<file path="src/design/scs_pkg.sv">
package scs_pkg;

   // **********
   // Bus geometry
   // **********
   localparam int          ADDR_W           = 8;
   localparam int          DATA_W           = 32;
   localparam int          STRB_W           = 4;

   // **********
   // Register byte offsets
   // **********
   localparam logic [7:0]  OFS_STATUS_WORD  = 8'h00;
   localparam logic [7:0]  OFS_EVENT_STATUS = 8'h04;
   localparam logic [7:0]  OFS_EVENT_MASK   = 8'h08;

   // **********
   // AXI responses
   // **********
   localparam logic [1:0]  RESP_OKAY        = 2'h0;
   localparam logic [1:0]  RESP_SLVERR      = 2'h2;

   // **********
   // Status word layout
   // **********
   localparam int          SW_W             = 16;
   localparam int          SW_PASSIVE_BIT   = 0;
   localparam int          SW_IND_BIT       = 1;
   localparam int          SW_DIAG_BIT      = 2;
   localparam int          SW_VIOL_BIT      = 3;
   localparam int          SW_DP_LSB        = 4;
   localparam int          SW_WD_LSB        = 6;
   localparam int          SW_BAUD_LSB      = 8;
   localparam int          SW_REL_LSB       = 12;
   localparam logic [SW_W-1:0] SW_RESET     = 16'h0000;

   // Release number; value is arbitrary
   localparam logic [3:0]  RELEASE_NUMBER   = 4'h1;

   // **********
   // State field codes
   // **********
   localparam logic [1:0]  DP_WAIT_PARAM    = 2'h0;
   localparam logic [1:0]  DP_ILLEGAL       = 2'h3;
   localparam logic [1:0]  WD_BAUD_SEARCH   = 2'h0;
   localparam logic [1:0]  WD_ILLEGAL       = 2'h3;
   localparam logic [3:0]  BAUD_RESET       = 4'h0;

   // **********
   // Event register layout
   // **********
   localparam int          EV_W             = 4;
   localparam int          EV_VIOL_BIT      = 0;
   localparam int          EV_DIAG_BIT      = 1;
   localparam int          EV_IND_BIT       = 2;
   localparam int          EV_DP_BIT        = 3;
   localparam logic [EV_W-1:0] EV_RESET     = 4'h0;
   localparam logic [EV_W-1:0] MASK_RESET   = 4'h0;

   // **********
   // Internal memory folding
   // **********
   localparam int          MEM_ADDR_W       = 11;
   localparam logic [MEM_ADDR_W-1:0] MEM_SIZE_BYTES = 11'h600;
   localparam logic [MEM_ADDR_W-1:0] MEM_FOLD_BYTES = 11'h400;

endpackage : scs_pkg

</file>
<file path="src/design/scs_status_word.sv">
// Functional notes
// [RULE_01] Bit 0: offline reads 0, passive idle 1
// [RULE_02] Bit 1: indication held in buffer
// [RULE_03] Bit 2: diagnostics not yet fetched by master
// [RULE_04] Bit 3: access beyond 1.5 kB memory
// [RULE_05] Addresses of 1536 and above fold down by 1024
// [RULE_06] Bits 5:4 protocol state, 11 never shown
// [RULE_07] Bits 7:6 watchdog state, 11 unused
// [RULE_08] Bits 11:8 detected baud rate code
// [RULE_09] Status word mirrors state, read only
// [RULE_10] Bits 15:12 fixed release number
// [RULE_11] All fields registered together each clock
`timescale 1ns/100ps

module scs_status_word (
   input  wire logic                            aclk,                       // Clock, 200 MHz
   input  wire logic                            aresetn,                    // Sync reset, low
   // AXI4-Lite write address
   input  wire logic [scs_pkg::ADDR_W-1:0]      s_axi_awaddr,               // Write address
   input  wire logic                            s_axi_awvalid,              // Address valid
   output logic                                 s_axi_awready,              // Address ready
   // AXI4-Lite write data
   input  wire logic [scs_pkg::DATA_W-1:0]      s_axi_wdata,                // Write data
   input  wire logic [scs_pkg::STRB_W-1:0]      s_axi_wstrb,                // Byte enables
   input  wire logic                            s_axi_wvalid,               // Data valid
   output logic                                 s_axi_wready,               // Data ready
   // AXI4-Lite write response
   output logic      [1:0]                      s_axi_bresp,                // Write response
   output logic                                 s_axi_bvalid,               // Response valid
   input  wire logic                            s_axi_bready,               // Response ready
   // AXI4-Lite read address
   input  wire logic [scs_pkg::ADDR_W-1:0]      s_axi_araddr,               // Read address
   input  wire logic                            s_axi_arvalid,              // Address valid
   output logic                                 s_axi_arready,              // Address ready
   // AXI4-Lite read data
   output logic      [scs_pkg::DATA_W-1:0]      s_axi_rdata,                // Read data
   output logic      [1:0]                      s_axi_rresp,                // Read response
   output logic                                 s_axi_rvalid,               // Data valid
   input  wire logic                            s_axi_rready,               // Data ready
   // Controller state
   input  wire logic                            ctrl_passive_idle,          // 1 passive idle
   input  wire logic                            indication_buffered_flag,   // Indication held
   input  wire logic                            diag_pending,               // Diag not fetched
   input  wire logic [1:0]                      slave_protocol_state_field, // Protocol state
   input  wire logic [1:0]                      watchdog_state_field,       // Watchdog state
   input  wire logic [3:0]                      baud_code,                  // Detected baud
   // Internal memory access
   input  wire logic                            mem_access_valid,           // Access strobe
   input  wire logic [scs_pkg::MEM_ADDR_W-1:0]  mem_access_addr,            // Requested address
   output logic                                 mem_folded_valid,           // Folded strobe
   output logic      [scs_pkg::MEM_ADDR_W-1:0]  mem_folded_addr,            // Folded address
   // Interrupt
   output logic                                 irq                         // Level, high
);

   // **********
   // Declarations
   // **********
   logic [1:0]                     dp_reg;
   logic [1:0]                     dp_next;
   logic [1:0]                     wd_reg;
   logic [1:0]                     wd_next;
   logic [3:0]                     baud_reg;
   logic [3:0]                     baud_next;
   logic                           passive_reg;
   logic                           passive_next;
   logic                           ind_reg;
   logic                           ind_next;
   logic                           diag_reg;
   logic                           diag_next;
   logic [scs_pkg::SW_W-1:0]       status_word_reg;
   logic [scs_pkg::SW_W-1:0]       status_word_next;

   logic [scs_pkg::EV_W-1:0]       event_reg;
   logic [scs_pkg::EV_W-1:0]       event_next;
   logic [scs_pkg::EV_W-1:0]       mask_reg;
   logic [scs_pkg::EV_W-1:0]       mask_next;
   logic [scs_pkg::EV_W-1:0]       event_set;
   logic [scs_pkg::EV_W-1:0]       event_clr;
   logic                           irq_reg;
   logic                           irq_next;

   logic                           aw_held_reg;
   logic                           aw_held_next;
   logic [scs_pkg::ADDR_W-1:0]     awaddr_reg;
   logic [scs_pkg::ADDR_W-1:0]     awaddr_next;
   logic                           w_held_reg;
   logic                           w_held_next;
   logic [scs_pkg::DATA_W-1:0]     wdata_reg;
   logic [scs_pkg::DATA_W-1:0]     wdata_next;
   logic [scs_pkg::STRB_W-1:0]     wstrb_reg;
   logic [scs_pkg::STRB_W-1:0]     wstrb_next;
   logic                           awready_reg;
   logic                           awready_next;
   logic                           wready_reg;
   logic                           wready_next;
   logic                           bvalid_reg;
   logic                           bvalid_next;
   logic [1:0]                     bresp_reg;
   logic [1:0]                     bresp_next;
   logic                           arready_reg;
   logic                           arready_next;
   logic                           rvalid_reg;
   logic                           rvalid_next;
   logic [1:0]                     rresp_reg;
   logic [1:0]                     rresp_next;
   logic [scs_pkg::DATA_W-1:0]     rdata_reg;
   logic [scs_pkg::DATA_W-1:0]     rdata_next;

   logic                           wr_fire;
   logic                           wr_event;
   logic                           wr_mask;
   logic                           mem_violation;

   // **********
   // Memory address folding
   // **********
   scs_addr_fold u_fold (
      .aclk             (aclk),
      .aresetn          (aresetn),
      .access_valid     (mem_access_valid),
      .access_addr      (mem_access_addr),
      .folded_valid_reg (mem_folded_valid),
      .folded_addr_reg  (mem_folded_addr),
      .violation_reg    (mem_violation)
   );

   // **********
   // Controller state capture
   // **********
   always_comb begin
      passive_next = ctrl_passive_idle;                                     // [RULE_01]
      ind_next     = indication_buffered_flag;                              // [RULE_02]
      diag_next    = diag_pending;                                          // [RULE_03]
      baud_next    = baud_code;                                             // [RULE_08]
      // An illegal code keeps the last legal one, so 11 never reaches software
      dp_next      = (slave_protocol_state_field == scs_pkg::DP_ILLEGAL)
                     ? dp_reg : slave_protocol_state_field;                 // [RULE_06]
      wd_next      = (watchdog_state_field == scs_pkg::WD_ILLEGAL)
                     ? wd_reg : watchdog_state_field;                       // [RULE_07]
   end

   always_ff @(posedge aclk) begin
      if (!aresetn) begin
         passive_reg <= 1'b0;
         ind_reg     <= 1'b0;
         diag_reg    <= 1'b0;
         baud_reg    <= scs_pkg::BAUD_RESET;
         dp_reg      <= scs_pkg::DP_WAIT_PARAM;
         wd_reg      <= scs_pkg::WD_BAUD_SEARCH;
      end else begin
         passive_reg <= passive_next;
         ind_reg     <= ind_next;
         diag_reg    <= diag_next;
         baud_reg    <= baud_next;
         dp_reg      <= dp_next;
         wd_reg      <= wd_next;
      end
   end

   // **********
   // Status word snapshot
   // **********
   // One snapshot per clock keeps every field of a read coherent
   always_comb begin
      status_word_next = '0;
      status_word_next[scs_pkg::SW_PASSIVE_BIT]          = passive_reg;      // [RULE_01]
      status_word_next[scs_pkg::SW_IND_BIT]              = ind_reg;          // [RULE_02]
      status_word_next[scs_pkg::SW_DIAG_BIT]             = diag_reg;         // [RULE_03]
      status_word_next[scs_pkg::SW_VIOL_BIT]             =
         event_reg[scs_pkg::EV_VIOL_BIT];                                    // [RULE_04]
      status_word_next[scs_pkg::SW_DP_LSB +: 2]          = dp_reg;           // [RULE_06]
      status_word_next[scs_pkg::SW_WD_LSB +: 2]          = wd_reg;           // [RULE_07]
      status_word_next[scs_pkg::SW_BAUD_LSB +: 4]        = baud_reg;         // [RULE_08]
      status_word_next[scs_pkg::SW_REL_LSB +: 4]         =
         scs_pkg::RELEASE_NUMBER;                                            // [RULE_10]
   end

   always_ff @(posedge aclk) begin
      if (!aresetn) begin
         status_word_reg <= scs_pkg::SW_RESET;
      end else begin
         status_word_reg <= status_word_next;                                // [RULE_11]
      end
   end

   // **********
   // Events, mask and interrupt
   // **********
   always_comb begin
      event_set                      = '0;
      event_set[scs_pkg::EV_VIOL_BIT] = mem_violation;                       // [RULE_04]
      event_set[scs_pkg::EV_DIAG_BIT] = diag_reg && !diag_pending;           // [RULE_03]
      event_set[scs_pkg::EV_IND_BIT]  = !ind_reg && indication_buffered_flag;
      event_set[scs_pkg::EV_DP_BIT]   = dp_next != dp_reg;
      event_clr = '0;
      if (wr_event && wstrb_reg[0]) begin
         event_clr = wdata_reg[scs_pkg::EV_W-1:0];
      end
      // Set beats clear so an event in the clearing cycle survives
      event_next = (event_reg & ~event_clr) | event_set;
      mask_next  = mask_reg;
      if (wr_mask && wstrb_reg[0]) begin
         mask_next = wdata_reg[scs_pkg::EV_W-1:0];
      end
      irq_next = |(event_next & mask_next);
   end

   always_ff @(posedge aclk) begin
      if (!aresetn) begin
         event_reg <= scs_pkg::EV_RESET;
         mask_reg  <= scs_pkg::MASK_RESET;
         irq_reg   <= 1'b0;
      end else begin
         event_reg <= event_next;
         mask_reg  <= mask_next;
         irq_reg   <= irq_next;
      end
   end

   // **********
   // AXI4-Lite write path
   // **********
   always_comb begin
      wr_fire      = aw_held_reg && w_held_reg && !bvalid_reg;
      wr_event     = wr_fire && (awaddr_reg == scs_pkg::OFS_EVENT_STATUS);
      wr_mask      = wr_fire && (awaddr_reg == scs_pkg::OFS_EVENT_MASK);
      aw_held_next = aw_held_reg;
      awaddr_next  = awaddr_reg;
      w_held_next  = w_held_reg;
      wdata_next   = wdata_reg;
      wstrb_next   = wstrb_reg;
      bvalid_next  = bvalid_reg;
      bresp_next   = bresp_reg;
      if (s_axi_awvalid && awready_reg) begin
         aw_held_next = 1'b1;
         awaddr_next  = s_axi_awaddr;
      end
      if (s_axi_wvalid && wready_reg) begin
         w_held_next = 1'b1;
         wdata_next  = s_axi_wdata;
         wstrb_next  = s_axi_wstrb;
      end
      if (wr_fire) begin
         aw_held_next = 1'b0;
         w_held_next  = 1'b0;
         bvalid_next  = 1'b1;
         unique case (awaddr_reg)
            // Status word ignores writes but answers normally
            scs_pkg::OFS_STATUS_WORD:  bresp_next = scs_pkg::RESP_OKAY;      // [RULE_09]
            scs_pkg::OFS_EVENT_STATUS: bresp_next = scs_pkg::RESP_OKAY;
            scs_pkg::OFS_EVENT_MASK:   bresp_next = scs_pkg::RESP_OKAY;
            default:                   bresp_next = scs_pkg::RESP_SLVERR;
         endcase
      end
      if (bvalid_reg && s_axi_bready) begin
         bvalid_next = 1'b0;
      end
      awready_next = !aw_held_next && !bvalid_next;
      wready_next  = !w_held_next && !bvalid_next;
   end

   always_ff @(posedge aclk) begin
      if (!aresetn) begin
         aw_held_reg <= 1'b0;
         awaddr_reg  <= '0;
         w_held_reg  <= 1'b0;
         wdata_reg   <= '0;
         wstrb_reg   <= '0;
         awready_reg <= 1'b0;
         wready_reg  <= 1'b0;
         bvalid_reg  <= 1'b0;
         bresp_reg   <= scs_pkg::RESP_OKAY;
      end else begin
         aw_held_reg <= aw_held_next;
         awaddr_reg  <= awaddr_next;
         w_held_reg  <= w_held_next;
         wdata_reg   <= wdata_next;
         wstrb_reg   <= wstrb_next;
         awready_reg <= awready_next;
         wready_reg  <= wready_next;
         bvalid_reg  <= bvalid_next;
         bresp_reg   <= bresp_next;
      end
   end

   // **********
   // AXI4-Lite read path
   // **********
   always_comb begin
      rvalid_next = rvalid_reg;
      rresp_next  = rresp_reg;
      rdata_next  = rdata_reg;
      if (rvalid_reg && s_axi_rready) begin
         rvalid_next = 1'b0;
      end
      if (s_axi_arvalid && arready_reg) begin
         rvalid_next = 1'b1;
         rresp_next  = scs_pkg::RESP_OKAY;
         rdata_next  = '0;
         unique case (s_axi_araddr)
            scs_pkg::OFS_STATUS_WORD:
               rdata_next[scs_pkg::SW_W-1:0] = status_word_reg;              // [RULE_09]
            scs_pkg::OFS_EVENT_STATUS:
               rdata_next[scs_pkg::EV_W-1:0] = event_reg;
            scs_pkg::OFS_EVENT_MASK:
               rdata_next[scs_pkg::EV_W-1:0] = mask_reg;
            default:
               rresp_next = scs_pkg::RESP_SLVERR;
         endcase
      end
      arready_next = !rvalid_next;
   end

   always_ff @(posedge aclk) begin
      if (!aresetn) begin
         arready_reg <= 1'b0;
         rvalid_reg  <= 1'b0;
         rresp_reg   <= scs_pkg::RESP_OKAY;
         rdata_reg   <= '0;
      end else begin
         arready_reg <= arready_next;
         rvalid_reg  <= rvalid_next;
         rresp_reg   <= rresp_next;
         rdata_reg   <= rdata_next;
      end
   end

   // **********
   // Outputs
   // **********
   assign s_axi_awready = awready_reg;
   assign s_axi_wready  = wready_reg;
   assign s_axi_bvalid  = bvalid_reg;
   assign s_axi_bresp   = bresp_reg;
   assign s_axi_arready = arready_reg;
   assign s_axi_rvalid  = rvalid_reg;
   assign s_axi_rresp   = rresp_reg;
   assign s_axi_rdata   = rdata_reg;
   assign irq           = irq_reg;

endmodule : scs_status_word

</file>
<file path="src/design/scs_addr_fold.sv">
`timescale 1ns/100ps

module scs_addr_fold (
   input  wire logic                               aclk,             // Clock
   input  wire logic                               aresetn,          // Sync reset, low
   input  wire logic                               access_valid,     // Access strobe
   input  wire logic [scs_pkg::MEM_ADDR_W-1:0]     access_addr,      // Requested address
   output logic                                    folded_valid_reg, // Folded strobe
   output logic      [scs_pkg::MEM_ADDR_W-1:0]     folded_addr_reg,  // Folded address
   output logic                                    violation_reg     // Beyond memory pulse
);

   logic                              folded_valid_next;
   logic [scs_pkg::MEM_ADDR_W-1:0]    folded_addr_next;
   logic                              violation_next;
   logic                              beyond;

   // **********
   // Folding
   // **********
   always_comb begin
      beyond            = access_addr >= scs_pkg::MEM_SIZE_BYTES;          // [RULE_04]
      folded_valid_next = access_valid;
      folded_addr_next  = beyond ? access_addr - scs_pkg::MEM_FOLD_BYTES   // [RULE_05]
                                 : access_addr;
      violation_next    = access_valid && beyond;                           // [RULE_04]
   end

   always_ff @(posedge aclk) begin
      if (!aresetn) begin
         folded_valid_reg <= 1'b0;
         folded_addr_reg  <= '0;
         violation_reg    <= 1'b0;
      end else begin
         folded_valid_reg <= folded_valid_next;
         folded_addr_reg  <= folded_addr_next;
         violation_reg    <= violation_next;
      end
   end

endmodule : scs_addr_fold

</file>
<file path="config.mk">
export PLATFORM = sky130hd
export DESIGN_NAME = scs_status_word
export DESIGN_NICKNAME = d
export VERILOG_FILES = /design/src/design/scs_pkg.sv /design/src/design/scs_status_word.sv /design/src/design/scs_addr_fold.sv
export SDC_FILE = /design/constraint.sdc
export NUM_CORES = 1
export LEC_CHECK = 0
export BUFFER_PORTS_ARGS = -buffer_cell sky130_fd_sc_hd__buf_4
export CAP_MARGIN = 20
export CORE_MARGIN = 3
export CORE_UTILIZATION = 42
export CTS_CLUSTER_SIZE = 24
export DETAILED_ROUTE_END_ITERATION = 7
export PLACE_DENSITY = 0.86
export SKIP_LAST_GASP = 1
export SLEW_MARGIN = 5
export SYNTH_ARGS = -nofsm -noshare
export SYNTH_HDL_FRONTEND = slang
export SYNTH_HIERARCHICAL = 1
export SYNTH_SLANG_ARGS = --single-unit
</file>
<file path="constraint.sdc">
create_clock -name aclk -period 1.69 [get_ports aclk]
set_input_delay 0 -clock aclk [delete_from_list [all_inputs] [get_ports aclk]]
set_output_delay 0 -clock aclk [all_outputs]
set_load 0.05 [all_outputs]
</file>
## Word level (Yosys, flattened, before mapping)

Index checks and enable logic that the tools add are counted.

| word-level totals | value |
|---|---|
| register bits after elaboration | 89 |
| latch bits | 0 |
| memory bits (writable) | 0 |
| ROM bits | 0 |
| input bits | 82 |
| output and inout port bits | 54 |
| memories kept | 0 |

| cells by class | value |
|---|---|
| add/subtract/negate cells | 1 |
| multipliers | 0 |
| divide/modulo/power cells | 0 |
| magnitude comparators | 1 |
| eq/ne operators | 7 |
| shift-type cells | 0 |
| mux-type cells | 17 |
| bitwise gates (word level) | 4 |
| reductions and logical operators | 28 |

Operators by type and width:

| cell | number |
|---|---|
| 8-bit by 3-bit equality test with 1-bit output, second input constant | 2 |
| 8-bit by 4-bit equality test with 1-bit output, second input constant | 2 |
| 1-bit logical AND | 16 |
| 8-bit logical NOT | 2 |
| 13-bit two-way mux | 1 |
| 12-bit two-way mux | 1 |
| 4-bit case mux with 3 select lines | 1 |
| 11-bit >= comparator, second input constant | 1 |
| 11-bit two-way mux | 1 |
| 11-bit subtractor, second input constant | 1 |
| 4-bit AND | 2 |
| 1-bit two-way mux | 8 |
| 4-bit two-way mux | 2 |
| 1-bit logical NOT | 7 |
| 2-bit two-way mux | 3 |
| 3-bit OR reduction | 2 |
| 2-bit equality test, second input constant | 2 |
| 4-bit NOT | 1 |
| 4-bit bitwise OR | 1 |
| 4-bit OR reduction | 1 |
| 2-bit != test | 1 |

## Logic depth before layout (Yosys ltp)

| logic depth | value |
|---|---|
| word-level depth | 10 |
| depth in mapped cells | 6 |
| gate-level depth less buffers | 5 |

## By module

Netlist, hierarchy kept.

Modules (own cells, without submodules):

| module | times used | cells each | area an instance (um^2) | sequential area each (um^2) |
|---|---|---|---|---|
| scs_status_word | 1 | 275 | 2635.0 | 1361.3 |
| scs_addr_fold | 1 | 27 | 369.1 | 260.2 |

## Least setup slack after synthesis

OpenSTA, ideal clock, no wires.

| timing path | value |
|---|---|
| path kind | register to register |
| from | register arready_reg (netlist: s_axi_arready) |
| to | register rdata_reg (netlist bit s_axi_rdata[10]) |
| arrival time | 1861 ps |
| path slack | -237 ps |
| stages on the path, launching flop included | 6 |
| buffers on the path | 0 |
| period minus slack after synthesis | 1927 ps |
| path through | dfxtp_1 -> nand2_1 -> or4_4 -> nor3_4 -> a22oi_1 -> nor2b_1 |

| on the way | value |
|---|---|
| longest elaborated chain between the ends | 1 |

Ends and longest elaborated chain:

| what | RTL line | text |
|---|---|---|
| start: declaration | scs_status_word.sv:101 | `logic arready_reg;` |
| start signal: assignment | scs_status_word.sv:322 | `arready_reg <= arready_next;` |
| 1-bit logical AND | scs_status_word.sv:297 | `if (s_axi_arvalid && arready_reg) begin` |
| end signal: assignment | scs_status_word.sv:325 | `rdata_reg <= rdata_next;` |
| end: declaration | scs_status_word.sv:107 | `logic [scs_pkg::DATA_W-1:0] rdata_reg;` |

Every way passes these cells.
A chain may end at the register's enable or synchronous reset.

## Worst setup path after layout

| timing path | value |
|---|---|
| from | register awaddr_reg[6] (netlist name) |
| to | register irq_reg (netlist: irq) |

| on the way | value |
|---|---|
| longest elaborated chain between the ends | 9 |
| elaborated cells between the ends (all ways) | 13 |

Ends and longest elaborated chain:

| what | RTL line | text |
|---|---|---|
| start: declaration | scs_status_word.sv:85 | `logic [scs_pkg::ADDR_W-1:0] awaddr_reg;` |
| start signal: assignment | scs_status_word.sv:276 | `awaddr_reg <= awaddr_next;` |
| 8-bit by 3-bit equality test with 1-bit output | scs_status_word.sv:226 | `wr_event = wr_fire && (awaddr_reg == scs_pkg::OFS_EVENT_STATUS);` |
| 1-bit logical AND | scs_status_word.sv:226 |  |
| 1-bit logical AND | scs_status_word.sv:197 | `if (wr_event && wstrb_reg[0]) begin` |
| 4-bit two-way mux | scs_status_word.sv:197 |  |
| 4-bit NOT | scs_status_word.sv:201 | `event_next = (event_reg & ~event_clr) \| event_set;` |
| 4-bit AND | scs_status_word.sv:201 |  |
| 4-bit bitwise OR | scs_status_word.sv:201 |  |
| 4-bit AND * | scs_status_word.sv:206 | `irq_next = \|(event_next & mask_next);` |
| 4-bit OR reduction * | scs_status_word.sv:206 |  |
| end signal: assignment | scs_status_word.sv:217 | `irq_reg <= irq_next;` |
| end: declaration | scs_status_word.sv:80 | `logic irq_reg;` |

Mark *: on every way between the ends. The rest lies on a longest branch, timed or not.

==> run_summary.xml <==
<?xml version="1.0" encoding="UTF-8"?>
<metrics>
  <group name="outcome">
    <metric name="status" unit="">completed</metric>
  </group>
  <group name="floorplanning">
    <metric name="initial_utilization" unit="%">43.7</metric>
    <metric name="floorplan.die_area" unit="sq um">8200</metric>
    <metric name="placementRows" unit="">30</metric>
    <metric name="die_h" unit="um">90.6</metric>
    <metric name="placeableCoreArea" unit="sq um">6870</metric>
    <metric name="die_width" unit="um">90.6</metric>
    <metric name="design.portCount" unit="">136</metric>
  </group>
  <group name="synthesis">
    <metric name="sequential_fraction_of_the_synthesis_area" unit="%">54.0</metric>
    <metric name="synth.avg_cell_area" unit="sq um">9.95</metric>
    <metric name="async_set_or_reset_flop_fraction_in_the_synthesized_netlist" unit="%">0</metric>
    <metric name="post_synthesis_instance_area" unit="sq um">3000</metric>
    <metric name="ys_ff_latch" unit="">81</metric>
    <metric name="dominantRegCellSynth" unit="">dfxtp_1</metric>
    <metric name="synth.distinct_cells" unit="">35</metric>
    <metric name="synth.top_cell.area_share" unit="%">54.0</metric>
    <metric name="ys_top_cells_by_count" unit="">81 x dfxtp_1, 34 x nand2_1, 24 x and2_1, 24 x nor2b_1, 21 x buf_4</metric>
    <metric name="synthesized_instance_count" unit="">302</metric>
    <metric name="synth_top_cells_by_area" unit="">dfxtp_1 54%, buf_4 5.2%, and2_1 5.0%, nor2b_1 5.0%, nand2_1 4.2%</metric>
    <metric name="ys_warn_count" unit="">6</metric>
    <metric name="synth_edf_count" unit="">0</metric>
    <metric name="synth_top_cell_by_area" unit="">dfxtp_1</metric>
    <metric name="synthMostInstantiatedCell" unit="">dfxtp_1</metric>
  </group>
  <group name="global_route">
    <metric name="first_global_vias" unit="">2403</metric>
    <metric name="antenna_violations_before_repair" unit="">0</metric>
    <metric name="gr-total-overflow" unit="">0</metric>
    <metric name="track_usage" unit="%">16.4</metric>
    <metric name="grt_max_degree" unit="">81</metric>
    <metric name="grt_first_pass_wirelength" unit="um">11000</metric>
  </group>
  <group name="finish">
    <metric name="synthToLayoutAreaGrowth" unit="%">49.2</metric>
    <metric name="antenna_cells" unit="">0</metric>
    <metric name="post_route_cells_drive_above_1_share" unit="%">30.8</metric>
    <metric name="stdcell_area" unit="sq um">4480</metric>
    <metric name="final_net_count" unit="">525</metric>
  </group>
  <group name="timing">
    <metric name="worstMarginPinSlew" unit="ns">0.594</metric>
    <metric name="rsz0062_at_grt" unit="">yes</metric>
    <metric name="hold_violations" unit="">0</metric>
    <metric name="fin_skew" unit="ns">0.00867</metric>
    <metric name="slew_headroom" unit="%">60.4</metric>
    <metric name="timing.final.max_slew_violations" unit="">0</metric>
    <metric name="final_min_period_over_clock_period" unit="%">98.5</metric>
    <metric name="finalSetupViolCount" unit="">0</metric>
    <metric name="min_period" unit="ns">1.67</metric>
    <metric name="fmax" unit="MHz">600</metric>
    <metric name="setup_total_negative_slack" unit="ns">0</metric>
  </group>
  <group name="setup_path">
    <metric name="endpoint_kind" unit="">register</metric>
    <metric name="timing.critical_path.arrival" unit="ns">1.91</metric>
    <metric name="cp_data_required_time" unit="ns">1.93</metric>
    <metric name="timing.critical_path.fanout_max" unit="">2</metric>
    <metric name="path_class" unit="">register to register</metric>
    <metric name="cp-start-kind" unit="">register</metric>
  </group>
  <group name="place">
    <metric name="dpl_cell_area" unit="sq um">3680</metric>
    <metric name="place.detailed.hpwl" unit="um">4460</metric>
    <metric name="portBuffers" unit="">83</metric>
    <metric name="placer_congestion" unit="">0.764</metric>
  </group>
  <group name="cts">
    <metric name="htreeDepth" unit="">3</metric>
    <metric name="clk_latency" unit="ns">0.34</metric>
    <metric name="cts_made_buffers" unit="">9</metric>
    <metric name="cts_num_sinks" unit="">81</metric>
    <metric name="clk_transition_reported_paths" unit="ns">0.09</metric>
    <metric name="cts_tree" unit="">done</metric>
    <metric name="max-clock-path-buffers" unit="">2</metric>
    <metric name="cts-root-buf" unit="">clkbuf_8</metric>
  </group>
  <group name="power">
    <metric name="power.density_cell_area" unit="nW/um^2">882</metric>
    <metric name="ir_drop" unit="mV">0.520</metric>
    <metric name="leakage_power_of_the_design" unit="nW">1.90</metric>
  </group>
  <group name="drt">
    <metric name="drc" unit="">0</metric>
    <metric name="avgRoutedWirePerCell" unit="um">12.6</metric>
    <metric name="dr.first_iter.drc_count" unit="">100</metric>
    <metric name="drtPass1Iterations" unit="">4</metric>
    <metric name="antenna_left" unit="">0</metric>
    <metric name="routed_wirelength" unit="um">6860</metric>
    <metric name="vias" unit="">2448</metric>
    <metric name="drt-vias-per-instance" unit="">4.50</metric>
  </group>
  <group name="run">
    <metric name="drv.max_cap_violation_count" unit="">0</metric>
  </group>
  <group name="worst_hold_path">
    <metric name="timing.hold.worst.class" unit="">input port to register</metric>
  </group>
</metrics>
timing repair:
| item | in CTS | in global routing |
|---|---|---|
| hold buffers | 46 | 0 |
| setup endpoints to repair | 1 | 2 |
| pin swaps | 3 | 3 |
| buffers inserted | 3 | 4 |
| endpoints found under the hold margin | 42 | 0 |
| resized for setup | 1 | 17 |
worst max-delay path: stages (launching register included):
cell and delay (ns):
dfxtp_2 0.34, nor4_4 0.29, nand4_1 0.23, buf_4 0.21, a21oi_2 0.17, o22ai_2 0.11, o21a_1 0.20
metal layers:
layer / up-vias / part of all wire [%] / track usage (%)
li1: 1252 / - / -
met1: 1110 / 41 / 18.8
met2: 76 / 52 / 28.4
met3: 10 / 5.0 / 3.58
met4: 0 / 2.0 / 8.93
met5: - / 0 / 0
area by class of cell:
| type | count | area [sq um] |
|---|---|---|
| Fill cell | 543 | 2390 |
| Sequential cell | 81 | 1630 |
| Multi-Input combinational cell | 203 | 1320 |
| Timing Repair Buffer | 142 | 1200 |
| Clock buffer | 10 | 138 |
| Tap cell | 96 | 120 |
| Clock inverter | 6 | 50.0 |
| Inverter | 6 | 22.5 |
stage by stage:
step                      util, %  hold slack, ns  setup slack (ns)  cells  total power (W)
after global routing         65.2           0.119           -0.0800    544          0.00412
after detailed placement     53.6           0.188            -0.105    475          0.00258
after floorplan                 -          0.0277            0.0141    322          0.00244
after CTS                    63.4          0.0868            0.0257    540          0.00397
after global placement       53.6           0.181           -0.0252    475          0.00257
final                        65.2           0.105            0.0245    544          0.00395
cells in the final DEF (no fill, tap or decap), drive strengths merged:
master / synthesis / layout
and4b: 1 / 1
nand3: 5 / 5
a21boi: 15 / 15
and4: 1 / 1
clkbuf: 10 / 10
conb: 1 / 21
and2: 31 / 31
dfxtp: 81 / 81
clkinv: 0 / 3
a21oi: 13 / 13
nand2: 34 / 34
nand4: 3 / 3
nor3: 1 / 1
o22ai: 4 / 4
nor3b: 1 / 1
buf: 22 / 96
o21ai: 5 / 5
inv: 6 / 8
nand2b: 5 / 5
and2b: 1 / 1
and3: 3 / 3
nand3b: 1 / 1
mux2i: 8 / 8
dlygate4sd3: 0 / 46
and3b: 4 / 4
or4: 2 / 2
o21a: 1 / 1
clkinvlp: 0 / 1
nor2b: 24 / 24
nor2: 4 / 4
a22oi: 13 / 13
nor4: 1 / 1
a2111oi: 1 / 1
cells by family (layout without fill, tap and decap cells):
family                 count (synthesis)  count (layout)  share of synthesized area (%)
buffers and inverters                 38             164                           7.62
AO/OA/AOI/OAI                         52              52                           11.5
multiplexers                           8               8                           2.67
AND/OR/NAND/NOR                      122             122                           24.1
flip-flops                            81              81                           54.0
other                                  1              21                          0.125
power by group:
part           switching (W)  internal (W)
Combinational       0.000345      0.000269
Sequential         0.0000490       0.00198
Clock               0.000716      0.000591
Total                0.00111       0.00284
worst paths after layout:
kind	slack [ns]	endpoint	start	cells past startpoint
worst max register to register	0.02	irq	awaddr_reg[6]	6
worst min-delay path	0.11	awaddr_reg[2]	s_axi_awvalid	4
worst max-delay path	0.02	irq	awaddr_reg[6]	6
worst min register to register	0.43	status_word_reg[11]	baud_reg[3]	1
No activity file was read; power rests on OpenSTA's default activity.
